File: config.mk
export PLATFORM = sky130hd
export DESIGN_NAME = i2c_master_bit_sequencer
export DESIGN_NICKNAME = d
export VERILOG_FILES = /design/src/pkg/i2c_seq_pkg.sv /design/src/hdl/i2c_master_bit_sequencer.sv
export SDC_FILE = /design/constraint.sdc
export NUM_CORES = 1
export LEC_CHECK = 0
export ABC_AREA = 1
export ABC_CLOCK_PERIOD_IN_PS = 1500
export BUFFER_PORTS_ARGS = -buffer_cell sky130_fd_sc_hd__buf_2
export CAP_MARGIN = 20
export CORE_UTILIZATION = 30
export CTS_CLUSTER_DIAMETER = 120
export DETAILED_ROUTE_END_ITERATION = 12
export GPL_TIMING_DRIVEN = 0
export PLACE_DENSITY = 0.52
export SETUP_SLACK_MARGIN = 0.05
export SKIP_LAST_GASP = 1
export SLEW_MARGIN = 20
export SYNTH_ARGS = -nofsm -noshare
export SYNTH_HDL_FRONTEND = slang
export SYNTH_SLANG_ARGS = --single-unit
export TNS_END_PERCENT = 100
File: constraint.sdc
create_clock -name clk -period 1.5 [get_ports clk]
set_input_delay 0.075 -clock clk [delete_from_list [all_inputs] [get_ports clk]]
set_output_delay 0.075 -clock clk [all_outputs]
set_load 0.1 [all_outputs]
File: src/pkg/i2c_seq_pkg.sv
package i2c_seq_pkg;

    // Register byte offsets on the Avalon-MM slave
    localparam logic [4:0] CTRL2_OFS  = 5'h00;
    localparam logic [4:0] STAT_OFS   = 5'h04;
    localparam logic [4:0] TXBUF_OFS  = 5'h08;
    localparam logic [4:0] RELOAD_OFS = 5'h0C;
    localparam logic [4:0] FLAG_OFS   = 5'h10;

    // Field positions
    localparam int SEN_BIT     = 0;
    localparam int REPEATED_START_ENABLE_BIT_BIT    = 1;
    localparam int ACKNOWLEDGE_STATUS_BIT_BIT = 6;
    localparam int BF_BIT      = 0;
    localparam int START_BIT   = 3;
    localparam int WRITE_COLLISION_FLAG_BIT    = 0;
    localparam int BCL_BIT     = 1;
    localparam int IRQ_BIT     = 2;
    localparam int SEQ_EN_W    = 5;

    // Values after reset, and the bit index of the acknowledge slot after a byte
    localparam logic [6:0] RELOAD_RST = 7'h18;
    localparam logic [6:0] CNT_RST    = 7'h00;
    localparam logic [3:0] BIT_LAST   = 4'h8;

    typedef enum logic [3:0] {
        IDLE      = 4'b0000,
        ST_WAIT   = 4'b0001,
        ST_HOLD   = 4'b0010,
        RS_FALL   = 4'b0011,
        RS_SDAHI  = 4'b0100,
        RS_REL    = 4'b0101,
        RS_HIGH   = 4'b0110,
        RS_SDALOW = 4'b0111,
        TX_FALL   = 4'b1000,
        TX_LOW    = 4'b1001,
        TX_REL    = 4'b1010,
        TX_HIGH   = 4'b1011
    } seq_state_t;

    typedef struct packed {
        logic scl;
        logic sda;
    } lines_t;

    typedef struct packed {
        logic irq;
        logic bcl;
        logic write_collision_flag;
    } flags_t;

endpackage
File: src/hdl/i2c_master_bit_sequencer.sv
`timescale 1ns/100ps

module i2c_master_bit_sequencer (
    input  wire logic        clk,
    input  wire logic        srst,
    input  wire logic [4:0]  address,
    input  wire logic        read,
    input  wire logic        write,
    input  wire logic [31:0] writedata,
    output logic      [31:0] readdata,
    output logic             waitrequest,
    input  wire logic        sclIn,
    input  wire logic        sdaIn,
    output logic             sclOut,
    output logic             sclOe,
    output logic             sdaOut,
    output logic             sdaOe
);

    i2c_seq_pkg::seq_state_t state_r;
    i2c_seq_pkg::lines_t     syncA_r;
    i2c_seq_pkg::lines_t     syncB_r;
    i2c_seq_pkg::lines_t     hold_r;
    i2c_seq_pkg::flags_t     flags_r;
    i2c_seq_pkg::flags_t     evt_r;
    logic [6:0]              cnt_r;
    logic [6:0]              reload_r;
    logic [7:0]              shift_r;
    logic [3:0]              bit_r;
    logic                    sen_r;
    logic                    repeated_start_enable_bit_r;
    logic                    bf_r;
    logic                    acknowledge_status_bit_r;
    logic                    startSeen_r;
    logic                    ack_r;
    logic [31:0]             rdata_r;
    logic                    zero;
    logic                    busy;
    logic                    wrStb;
    logic                    ctrlWr;
    logic                    bufWr;
    logic                    sclS;
    logic                    sdaS;
    logic [31:0]             rdMux;

    // Pins come from the open bus, so two flops before any use
    always_ff @(posedge clk) begin
        if (srst) begin
            syncA_r <= '1;
            syncB_r <= '1;
        end else begin
            syncA_r <= {sclIn, sdaIn};
            syncB_r <= syncA_r;
        end
    end

    assign sclS = syncB_r.scl;
    assign sdaS = syncB_r.sda;

    // Open drain: output level is always low, enable marks a drive
    assign sclOut = 1'b0;
    assign sdaOut = 1'b0;
    assign sclOe  = hold_r.scl;
    assign sdaOe  = hold_r.sda;

    // One wait cycle on every access; the access acts when ack_r is high
    always_ff @(posedge clk) begin
        if (srst) begin
            ack_r <= 1'b0;
        end else begin
            ack_r <= (read | write) & ~ack_r;
        end
    end

    assign waitrequest = (read | write) & ~ack_r;
    assign wrStb       = write & ack_r;
    assign ctrlWr      = wrStb & (address == i2c_seq_pkg::CTRL2_OFS);
    assign bufWr       = wrStb & (address == i2c_seq_pkg::TXBUF_OFS);
    assign busy        = (state_r != i2c_seq_pkg::IDLE) | sen_r | repeated_start_enable_bit_r;
    assign zero        = (cnt_r == i2c_seq_pkg::CNT_RST);

    always_comb begin
        rdMux = '0;
        unique case (address)
            i2c_seq_pkg::CTRL2_OFS: begin
                rdMux[i2c_seq_pkg::SEN_BIT]     = sen_r;
                rdMux[i2c_seq_pkg::REPEATED_START_ENABLE_BIT_BIT]    = repeated_start_enable_bit_r;
                rdMux[i2c_seq_pkg::ACKNOWLEDGE_STATUS_BIT_BIT] = acknowledge_status_bit_r;
            end
            i2c_seq_pkg::STAT_OFS: begin
                rdMux[i2c_seq_pkg::BF_BIT]    = bf_r;
                rdMux[i2c_seq_pkg::START_BIT] = startSeen_r;
            end
            i2c_seq_pkg::TXBUF_OFS:  rdMux[7:0] = shift_r;
            i2c_seq_pkg::RELOAD_OFS: rdMux[6:0] = reload_r;
            i2c_seq_pkg::FLAG_OFS: begin
                rdMux[i2c_seq_pkg::WRITE_COLLISION_FLAG_BIT] = flags_r.write_collision_flag;
                rdMux[i2c_seq_pkg::BCL_BIT]  = flags_r.bcl;
                rdMux[i2c_seq_pkg::IRQ_BIT]  = flags_r.irq;
            end
            default: rdMux = '0;
        endcase
    end

    // Read data captured in the wait cycle, stands at the completing edge
    always_ff @(posedge clk) begin
        if (srst) begin
            rdata_r <= '0;
        end else if (read & ~ack_r) begin
            rdata_r <= rdMux;
        end
    end

    assign readdata = rdata_r;

    // Reload value is private to this instance
    always_ff @(posedge clk) begin
        if (srst) begin
            reload_r <= i2c_seq_pkg::RELOAD_RST;
        end else if (wrStb && address == i2c_seq_pkg::RELOAD_OFS) begin
            reload_r <= writedata[6:0];
        end
    end

    // Sticky flags, write one to clear; a new event wins over the clear
    always_ff @(posedge clk) begin
        if (srst) begin
            flags_r <= '0;
        end else if (wrStb && address == i2c_seq_pkg::FLAG_OFS) begin
            flags_r.write_collision_flag <= evt_r.write_collision_flag |
                (flags_r.write_collision_flag & ~writedata[i2c_seq_pkg::WRITE_COLLISION_FLAG_BIT]);
            flags_r.bcl  <= evt_r.bcl |
                (flags_r.bcl & ~writedata[i2c_seq_pkg::BCL_BIT]);
            flags_r.irq  <= evt_r.irq |
                (flags_r.irq & ~writedata[i2c_seq_pkg::IRQ_BIT]);
        end else begin
            flags_r <= flags_r | evt_r;
        end
    end

    // Write collision: no event may be queued behind a running one
    always_ff @(posedge clk) begin
        if (srst) begin
            evt_r.write_collision_flag <= 1'b0;
        end else begin
            evt_r.write_collision_flag <= bufWr & busy;
        end
    end

    // Bus sequencer with its rate counter
    always_ff @(posedge clk) begin
        if (srst) begin
            state_r     <= i2c_seq_pkg::IDLE;
            cnt_r       <= i2c_seq_pkg::CNT_RST;
            hold_r      <= '0;
            shift_r     <= '0;
            bit_r       <= '0;
            sen_r       <= 1'b0;
            repeated_start_enable_bit_r      <= 1'b0;
            bf_r        <= 1'b0;
            acknowledge_status_bit_r   <= 1'b0;
            startSeen_r <= 1'b0;
            evt_r.bcl   <= 1'b0;
            evt_r.irq   <= 1'b0;
        end else begin
            evt_r.bcl <= 1'b0;
            evt_r.irq <= 1'b0;
            if (!zero) begin
                cnt_r <= cnt_r - 7'h01;
            end
            if (ctrlWr && !busy) begin
                // Start takes priority when both enables are written
                if (writedata[i2c_seq_pkg::SEN_BIT]) begin
                    sen_r <= 1'b1;
                end else if (writedata[i2c_seq_pkg::REPEATED_START_ENABLE_BIT_BIT]) begin
                    repeated_start_enable_bit_r <= 1'b1;
                end
            end
            if (bufWr && !busy) begin
                shift_r <= writedata[7:0];
                bf_r    <= 1'b1;
                bit_r   <= '0;
                state_r <= i2c_seq_pkg::TX_FALL;
            end
            unique case (state_r)
                i2c_seq_pkg::IDLE: begin
                    if (sen_r && sclS && sdaS) begin
                        cnt_r   <= reload_r;
                        state_r <= i2c_seq_pkg::ST_WAIT;
                    end else if (sen_r && !sclS && !sdaS) begin
                        sen_r     <= 1'b0;
                        evt_r.bcl <= 1'b1;
                    end else if (repeated_start_enable_bit_r) begin
                        hold_r.scl <= 1'b1;
                        state_r    <= i2c_seq_pkg::RS_FALL;
                    end
                end
                i2c_seq_pkg::ST_WAIT: begin
                    if (!sclS || (zero && !sdaS)) begin
                        sen_r     <= 1'b0;
                        evt_r.bcl <= 1'b1;
                        state_r   <= i2c_seq_pkg::IDLE;
                    end else if (zero) begin
                        hold_r.sda  <= 1'b1;
                        startSeen_r <= 1'b1;
                        cnt_r       <= reload_r;
                        state_r     <= i2c_seq_pkg::ST_HOLD;
                    end
                end
                i2c_seq_pkg::ST_HOLD: begin
                    if (zero) begin
                        sen_r     <= 1'b0;
                        evt_r.irq <= 1'b1;
                        state_r   <= i2c_seq_pkg::IDLE;
                    end
                end
                i2c_seq_pkg::RS_FALL: begin
                    if (!sclS) begin
                        hold_r.sda <= 1'b0;
                        cnt_r      <= {1'b0, reload_r[5:0]};
                        state_r    <= i2c_seq_pkg::RS_SDAHI;
                    end
                end
                i2c_seq_pkg::RS_SDAHI: begin
                    if (zero && sdaS) begin
                        hold_r.scl <= 1'b0;
                        state_r    <= i2c_seq_pkg::RS_REL;
                    end else if (zero) begin
                        hold_r     <= '0;
                        repeated_start_enable_bit_r     <= 1'b0;
                        evt_r.bcl  <= 1'b1;
                        state_r    <= i2c_seq_pkg::IDLE;
                    end
                end
                i2c_seq_pkg::RS_REL: begin
                    // Counter stays stopped while a slave stretches the clock
                    if (sclS && !sdaS) begin
                        repeated_start_enable_bit_r    <= 1'b0;
                        evt_r.bcl <= 1'b1;
                        state_r   <= i2c_seq_pkg::IDLE;
                    end else if (sclS) begin
                        cnt_r   <= reload_r;
                        state_r <= i2c_seq_pkg::RS_HIGH;
                    end
                end
                i2c_seq_pkg::RS_HIGH: begin
                    if (!sclS || !sdaS) begin
                        repeated_start_enable_bit_r    <= 1'b0;
                        evt_r.bcl <= 1'b1;
                        state_r   <= i2c_seq_pkg::IDLE;
                    end else if (zero) begin
                        hold_r.sda  <= 1'b1;
                        startSeen_r <= 1'b1;
                        cnt_r       <= reload_r;
                        state_r     <= i2c_seq_pkg::RS_SDALOW;
                    end
                end
                i2c_seq_pkg::RS_SDALOW: begin
                    if (zero) begin
                        repeated_start_enable_bit_r    <= 1'b0;
                        evt_r.irq <= 1'b1;
                        state_r   <= i2c_seq_pkg::IDLE;
                    end
                end
                i2c_seq_pkg::TX_FALL: begin
                    hold_r.scl <= 1'b1;
                    if (!sclS && hold_r.scl) begin
                        // Data moves only once the clock is seen low
                        if (bit_r == i2c_seq_pkg::BIT_LAST) begin
                            hold_r.sda <= 1'b0;
                            bf_r       <= 1'b0;
                        end else begin
                            hold_r.sda <= ~shift_r[3'(7 - bit_r)];
                        end
                        cnt_r   <= reload_r;
                        state_r <= i2c_seq_pkg::TX_LOW;
                    end
                end
                i2c_seq_pkg::TX_LOW: begin
                    if (zero) begin
                        hold_r.scl <= 1'b0;
                        state_r    <= i2c_seq_pkg::TX_REL;
                    end
                end
                i2c_seq_pkg::TX_REL: begin
                    if (sclS) begin
                        cnt_r   <= reload_r;
                        state_r <= i2c_seq_pkg::TX_HIGH;
                    end
                end
                i2c_seq_pkg::TX_HIGH: begin
                    if (!hold_r.sda && !sdaS &&
                        bit_r != i2c_seq_pkg::BIT_LAST) begin
                        // Lost arbitration: another master drives a zero
                        hold_r    <= '0;
                        bf_r      <= 1'b0;
                        evt_r.bcl <= 1'b1;
                        state_r   <= i2c_seq_pkg::IDLE;
                    end else if (zero && bit_r == i2c_seq_pkg::BIT_LAST) begin
                        acknowledge_status_bit_r  <= sdaS;
                        hold_r.scl <= 1'b1;
                        evt_r.irq  <= 1'b1;
                        state_r    <= i2c_seq_pkg::IDLE;
                    end else if (zero) begin
                        bit_r      <= bit_r + 4'h1;
                        hold_r.scl <= 1'b1;
                        state_r    <= i2c_seq_pkg::TX_FALL;
                    end
                end
                default: state_r <= i2c_seq_pkg::IDLE;
            endcase
        end
    end

endmodule // i2c_master_bit_sequencer

==> flow_metrics.py, run 1 <==
metrics = {
    "timing": {
        "finalCritPeriodShare": 1.10,
        "finalCriticalPeriod_ns": 1.64,
        "rsz0062_at_grt": "yes",
        "relSlewSlack": 0.511,
        "worstMarginPinSlew_ns": 0.733,
        "fin_worst_skew_ns": 0.00717,
        "max_freq_ghz": 0.609,
        "maxSlewViolCount": 0,
        "finalWorstSetupSlack_ns": -0.143,
        "setup_viol_count_final": 30,
        "timing.final.hold_violations": 0,
    },
    "global_routing": {
        "grt_pass1_vias": 3641,
        "antenna_found_initial": 0,
        "grt_max_degree": 19,
        "gr-usage-met3": 0.0282,
        "grt_pass1_wl_um": 18700,
        "gr-usage-met2": 0.363,
        "met1_usage": 0.251,
        "top_usage_layer": "met2",
        "grt_overflow_total": 0,
        "grt_util_all_layers": 0.203,
    },
    "layout": {
        "n_fill_cell": 1181,
        "fin_area_sq_um": 5150,
        "seq_area_sq_um": 1160,
        "final_common_cell": "nand2_1",
        "multi_input_area_sq_um": 2430,
        "drive_above_1_share": 0.390,
        "nNetsFinal": 719,
        "layout.cells.non_filler": 817,
        "diodes": 0,
        "layout_common_cells": "nand2_1, buf_4, nor2_1",
        "area_growth_pct": 46.5,
    },
    "place": {
        "dpl_cell_area_sq_um": 3970,
        "hpwl_um": 8410,
        "place.port_buffers": 28,
        "gp_congestion": 0.901,
        "placed_cells": 755,
        "dpl_worst_slack_ns": -0.380,
    },
    "critical_path": {
        "required_ns": 1.73,
        "endpoint_kind": "flop",
        "crit_type": "flop to flop",
        "rr_endpoint": "cnt_r[1]$_SDFF_PP0_",
        "r2r_slack_ns": -0.14,
        "r2r_cells": 13,
        "path_max_fanout": 7,
        "cp_data_arrival_time_ns": 1.87,
        "rr_startpoint": "cnt_r[0]$_SDFF_PP0_",
        "setup.worst_path.start_class": "flop",
    },
    "floorplanning": {
        "ios": 80,
        "rows": 39,
        "die_w_um": 110,
        "die_area_sq_um": 12200,
        "core_sq_um": 11400,
        "die_h_um": 110,
        "start_util": 0.308,
    },
    "pwr": {
        "leakage_nw": 2.42,
        "powerDensity_nw_per_um2": 1120,
        "ir_drop_mv": 0.491,
    },
    "routing": {
        "drt-initial-drc-count": 208,
        "vias_per_cell": 4.81,
        "wl_um": 11900,
        "detail_route.wl_per_cell_um": 14.5,
        "ant_nets": 0,
        "first_pass_iters": 9,
        "drc_errors": 2,
        "vias": 3927,
    },
    "cts": {
        "cts_sinks": 56,
        "cts.path.max_buffers": 2,
        "cts_tree": "done",
        "cts_max_level": 2,
        "cts_root_buf": "clkbuf_16",
        "numCtsBuffers": 5,
        "clock_latency_ns": 0.30,
        "clk_pin_slew_ns": 0.08,
    },
    "synth": {
        "syn_inst": 559,
        "synth-seq-cells": 56,
        "synth-edff-count": 0,
        "synthDistinctLibCells": 37,
        "yosysSeqAreaShare": 0.319,
        "async_reset_ff_frac": 0,
        "synth_area_sq_um": 3520,
        "yosys_warnings": 0,
        "syn_avg_cell_area_sq_um": 6.29,
        "synth_flop_cell": "dfxtp_1",
    },
    "min_path": {
        "hp-start": "writedata[3]",
        "holdPathEnd": "reload_r[3]$_SDFFE_PP1P_",
        "hold_depth": 3,
        "worstHoldPathType": "primary input to flop",
    },
    "status": {
        "status": "complete, but fails checks",
        "violations": "DRC, setup timing",
    },
    "run": {
        "drv_cap": 0,
    },
}
## cells by family (layout without fill, tap and decap cells)
family | Yosys count | in the layout | synth area share
AO/OA/AOI/OAI | 99 | 99 | 0.154
AND/OR/NAND/NOR | 285 | 285 | 0.358
flip-flops | 56 | 56 | 0.319
adder cells (fa/ha/maj) | 3 | 3 | 0.0107
XOR/XNOR | 2 | 2 | 0.00498
buffers and inverters | 113 | 203 | 0.152
other | 1 | 26 | 0.00107
## stage by stage
step / TNS, ns / total power, mW / hold WS, ns / utilization
after floorplan: 0 / 3.20 / 0.179 / -
after global placement: -8.14 / 3.54 / 0.258 / 0.348
after detailed placement: -7.63 / 3.56 / 0.262 / 0.348
after CTS: -1.97 / 5.48 / 0.00961 / 0.418
after global routing: -5.12 / 6.10 / 0.0334 / 0.451
final: -2.18 / 5.78 / 0.0165 / 0.451
## worst max path at each step
stage | slack (ns) | start | to
floorplan | 0.009 | cnt_r[0]$_SDFF_PP0_ | bit_r[3]$_SDFF_PP0_
global placement | -0.37 | cnt_r[0]$_SDFF_PP0_ | repeated_start_enable_bit_r$_SDFF_PP0_
detailed placement | -0.38 | cnt_r[0]$_SDFF_PP0_ | repeated_start_enable_bit_r$_SDFF_PP0_
CTS | -0.14 | cnt_r[0]$_SDFF_PP0_ | repeated_start_enable_bit_r$_SDFF_PP0_
global route | -0.23 | cnt_r[1]$_SDFF_PP0_ | state_r[2]$_SDFF_PP0_
finish | -0.14 | cnt_r[0]$_SDFF_PP0_ | cnt_r[1]$_SDFF_PP0_
## routing by layer
metal  share of wire  vias to the layer above
met5               0                        -
met4           0.017                        0
met3           0.041                       16
met2            0.51                      101
met1            0.44                     1818
li1                -                     1992
## power by group
part | switching, mW | leakage, nW | internal, mW
clock network | 0.603 | 0.0742 | 0.628
registers | 0.0857 | 0.463 | 1.57
logic | 1.78 | 1.89 | 1.12
total | 2.47 | 2.42 | 3.32
## area by class of cell
| cell class | instances | share of cell area |
|---|---|---|
| clock buffers | 5 | 0.0243 |
| clock inverters | 3 | 0.00437 |
| repair buffers | 82 | 0.122 |
| multi-input cells | 415 | 0.472 |
| inverters | 76 | 0.0639 |
| plain buffers | 37 | 0.0539 |
| well taps | 143 | 0.0347 |
| flip-flops and latches | 56 | 0.226 |
## worst max-delay path, stage by stage (launching register included)
cell and delay (ns):
dfxtp_2 0.34, inv_2 0.08, ha_4 0.14, nand2_4 0.07, inv_4 0.07, nand2_4 0.05
buf_8 0.14, nor2_4 0.11, inv_4 0.08, nand2_1 0.08, nand2_2 0.10, nand3_1 0.13
nand2_1 0.06, a21oi_1 0.13
## repair_timing
action	in CTS	in global routing
gates resized for setup	118	74
endpoints found under the setup margin	37	34
endpoints found under the hold margin	3	0
setup buffers	34	17
pin swaps	23	32
gates cloned	2	0
hold buffers	3	0
## flip-flops by register name, summed over array words and instances, names as in the netlist, 2 cells and up
name,count
flags_r,3
cnt_r,7
reload_r,7
shift_r,8
readdata,8
evt_r,3
bit_r,4
syncA_r,2
state_r,4
## cells in the mapped netlist, types with 7 or more instances
| cell | number | area (sq um) |
|---|---|---|
| nand2_1 | 123 | 462 |
| nor2_1 | 75 | 282 |
| inv_1 | 71 | 267 |
| dfxtp_1 | 56 | 1120 |
| nand3_1 | 47 | 235 |
| o21ai_0 | 42 | 210 |
| a21oi_1 | 39 | 195 |
| buf_4 | 27 | 203 |
| nor3_1 | 12 | 60.1 |
| nand4_1 | 8 | 50.1 |
| clkbuf_1 | 7 | 26.3 |
No activity file was read; power rests on OpenSTA's default activity.
==> inputs of run 2 (changes only) <==
--- a/config.mk
+++ b/config.mk
@@ -14,7 +14,6 @@
 export DETAILED_ROUTE_END_ITERATION = 12
 export GPL_TIMING_DRIVEN = 0
 export PLACE_DENSITY = 0.52
-export SETUP_SLACK_MARGIN = 0.05
 export SKIP_LAST_GASP = 1
 export SLEW_MARGIN = 20
 export SYNTH_ARGS = -nofsm -noshare
==> run 2 against run 1 <==
The flow finishes with violations (setup timing); clock skew rose by 0.0038 ns; via count rose by 0.61%; routed wire length fell by 0.80%; critical path type unchanged; highest routed layer unchanged.
==> flow_metrics.py, run 2 (same netlist as run 1, synthesis figures left out) <==
metrics = {
    "min_path": {
        "worstHoldPathType": "primary input to flop",
        "hold_depth": 3,
        "holdPathEnd": "shift_r[7]$_SDFFE_PP0P_",
        "hp-start": "writedata[7]",
    },
    "critical_path": {
        "crit_top_cell": "nand2_1",
        "r2r_cells": 13,
        "critPathTopFamily": "buffers and inverters",
        "critPathSlowestCell": "dfxtp_2",
        "cp_data_arrival_time_ns": 1.91,
        "path_max_fanout": 10,
        "setup.worst_path.start_class": "flop",
        "r2r_slack_ns": -0.21,
        "required_ns": 1.70,
        "endpoint_kind": "flop",
        "crit_type": "flop to flop",
        "slowest_delay_ns": 0.33,
        "rr_endpoint": "state_r[0]$_SDFF_PP0_",
        "rr_startpoint": "cnt_r[0]$_SDFF_PP0_",
        "path_buf_inv": 5,
        "worstPathCellList": "inv_2 -> ha_4 -> nand2_4 -> inv_4 -> nand2_4 -> buf_6 -> buf_6 -> nand2_1 -> nand2_1 -> a21oi_1 -> nand3_1 -> nand2_1 -> inv_1",
    },
    "routing": {
        "m1WireLength_um": 4950,
        "vias_per_cell": 4.90,
        "ant_nets": 0,
        "met3WireLength_um": 573,
        "first_pass_iters": 5,
        "highest_layer": "met4",
        "route.met2.wl_um": 5890,
        "detail_route.wl_per_cell_um": 14.6,
        "drc_errors": 0,
        "vias": 3951,
        "drt-initial-drc-count": 215,
        "wl_um": 11800,
    },
    "cts": {
        "cts_max_level": 2,
        "cts_root_buf": "clkbuf_16",
        "clock_latency_ns": 0.30,
        "cts_sinks": 56,
        "numCtsBuffers": 5,
        "cts.path.max_buffers": 2,
        "cts_tree": "done",
        "clk_pin_slew_ns": 0.08,
    },
    "place": {
        "gp_congestion": 0.901,
        "dpl_cell_area_sq_um": 3960,
        "hpwl_um": 8430,
        "place.port_buffers": 28,
    },
    "status": {
        "violations": "setup timing",
        "status": "complete, but fails checks",
    },
    "floorplanning": {
        "die_w_um": 110,
        "ios": 80,
        "die_area_sq_um": 12200,
        "die_h_um": 110,
        "start_util": 0.308,
        "rows": 39,
        "core_sq_um": 11400,
    },
    "timing": {
        "finalCriticalPeriod_ns": 1.71,
        "whs_ns": 0.0106,
        "max_freq_ghz": 0.586,
        "maxSlewViolCount": 0,
        "rsz0062_at_grt": "yes",
        "relSlewSlack": 0.532,
        "finalWorstSetupSlack_ns": -0.206,
        "fin_worst_skew_ns": 0.0110,
        "timing.final.hold_violations": 0,
        "finalCritPeriodShare": 1.14,
        "worstMarginPinSlew_ns": 0.702,
        "setup_viol_count_final": 25,
    },
    "layout": {
        "area_growth_pct": 41.0,
        "layout_common_cells": "nand2_1, buf_4, nor2_1",
        "nNetsFinal": 709,
        "drive_above_1_share": 0.357,
        "fin_area_sq_um": 4960,
        "diodes": 0,
        "final_common_cell": "nand2_1",
    },
    "global_routing": {
        "grt_pass1_vias": 3590,
        "grt_max_degree": 17,
        "grt_overflow_total": 0,
        "grt_util_all_layers": 0.198,
        "grt_pass1_wl_um": 18000,
        "antenna_found_initial": 0,
    },
    "pwr": {
        "leakage_nw": 2.35,
        "powerDensity_nw_per_um2": 1160,
        "ir_drop_mv": 0.630,
    },
    "run": {
        "drv_cap": 0,
    },
}
-- run 2: cell type report --
cell class | instances | area, sq um
Buffer | 37 | 274
Clock buffer | 7 | 153
Clock inverter | 1 | 30.0
Fill cell | 1200 | 6460
Inverter | 76 | 308
Multi-Input combinational cell | 415 | 2340
Sequential cell | 56 | 1160
Tap cell | 143 | 179
Timing Repair Buffer | 72 | 518
-- run 2: metrics by stage --
step / instances / power, mW / util / TNS, ns / setup slack (ns)
2_1_floorplan: 584 / 3.17 / - / -0.0463 / -0.0463
3_3_place_gp: 755 / 3.52 / 0.346 / -8.72 / -0.391
3_5_place_dp: 755 / 3.52 / 0.346 / -8.46 / -0.415
4_1_cts: 793 / 5.37 / 0.404 / -0.996 / -0.0894
5_1_grt: 807 / 6.07 / 0.434 / -4.23 / -0.277
6_report: 807 / 5.76 / 0.434 / -1.60 / -0.206
-- run 2: repair_timing --
item	in CTS	in global routing
setup endpoints to repair	33	32
resized for setup	83	72
buffers inserted	28	14
pin swaps	19	24
hold endpoints to repair	2	0
cloned	0	0
hold buffers	2	0
-- run 2: report_power, final --
group / leakage, nW / switching (mW) / internal, mW
logic: 1.80 / 1.64 / 1.01
registers: 0.462 / 0.0789 / 1.58
clock network: 0.0901 / 0.570 / 0.882
-- run 2: how the worst max path moves through the flow --
stage                             to  cells after the start  slack (ns)                 from
2_1_floorplan    bit_r[3]$_SDFF_PP0_                      9       -0.05   sdaOe$_SDFFE_PP0P_
3_3_place_gp     evt_r[1]$_SDFF_PP0_                     13       -0.39  cnt_r[0]$_SDFF_PP0_
3_5_place_dp     bit_r[3]$_SDFF_PP0_                     12       -0.42  cnt_r[0]$_SDFF_PP0_
4_1_cts        state_r[0]$_SDFF_PP0_                     15       -0.09  cnt_r[0]$_SDFF_PP0_
5_1_grt        state_r[0]$_SDFF_PP0_                     15       -0.28  cnt_r[0]$_SDFF_PP0_
6_report       state_r[0]$_SDFF_PP0_                     13       -0.21  cnt_r[0]$_SDFF_PP0_
-- run 2: routing by layer --
layer / vias up / global-route usage
met5: - / 0
met4: 0 / 0.0921
met3: 26 / 0.0288
met2: 145 / 0.355
met1: 1800 / 0.230
li1: 1980 / -
-- run 2: worst min-delay path, stage by stage --
cell	delay, ns
buf_2	0.08
nor2_1	0.03
nor2_1	0.08
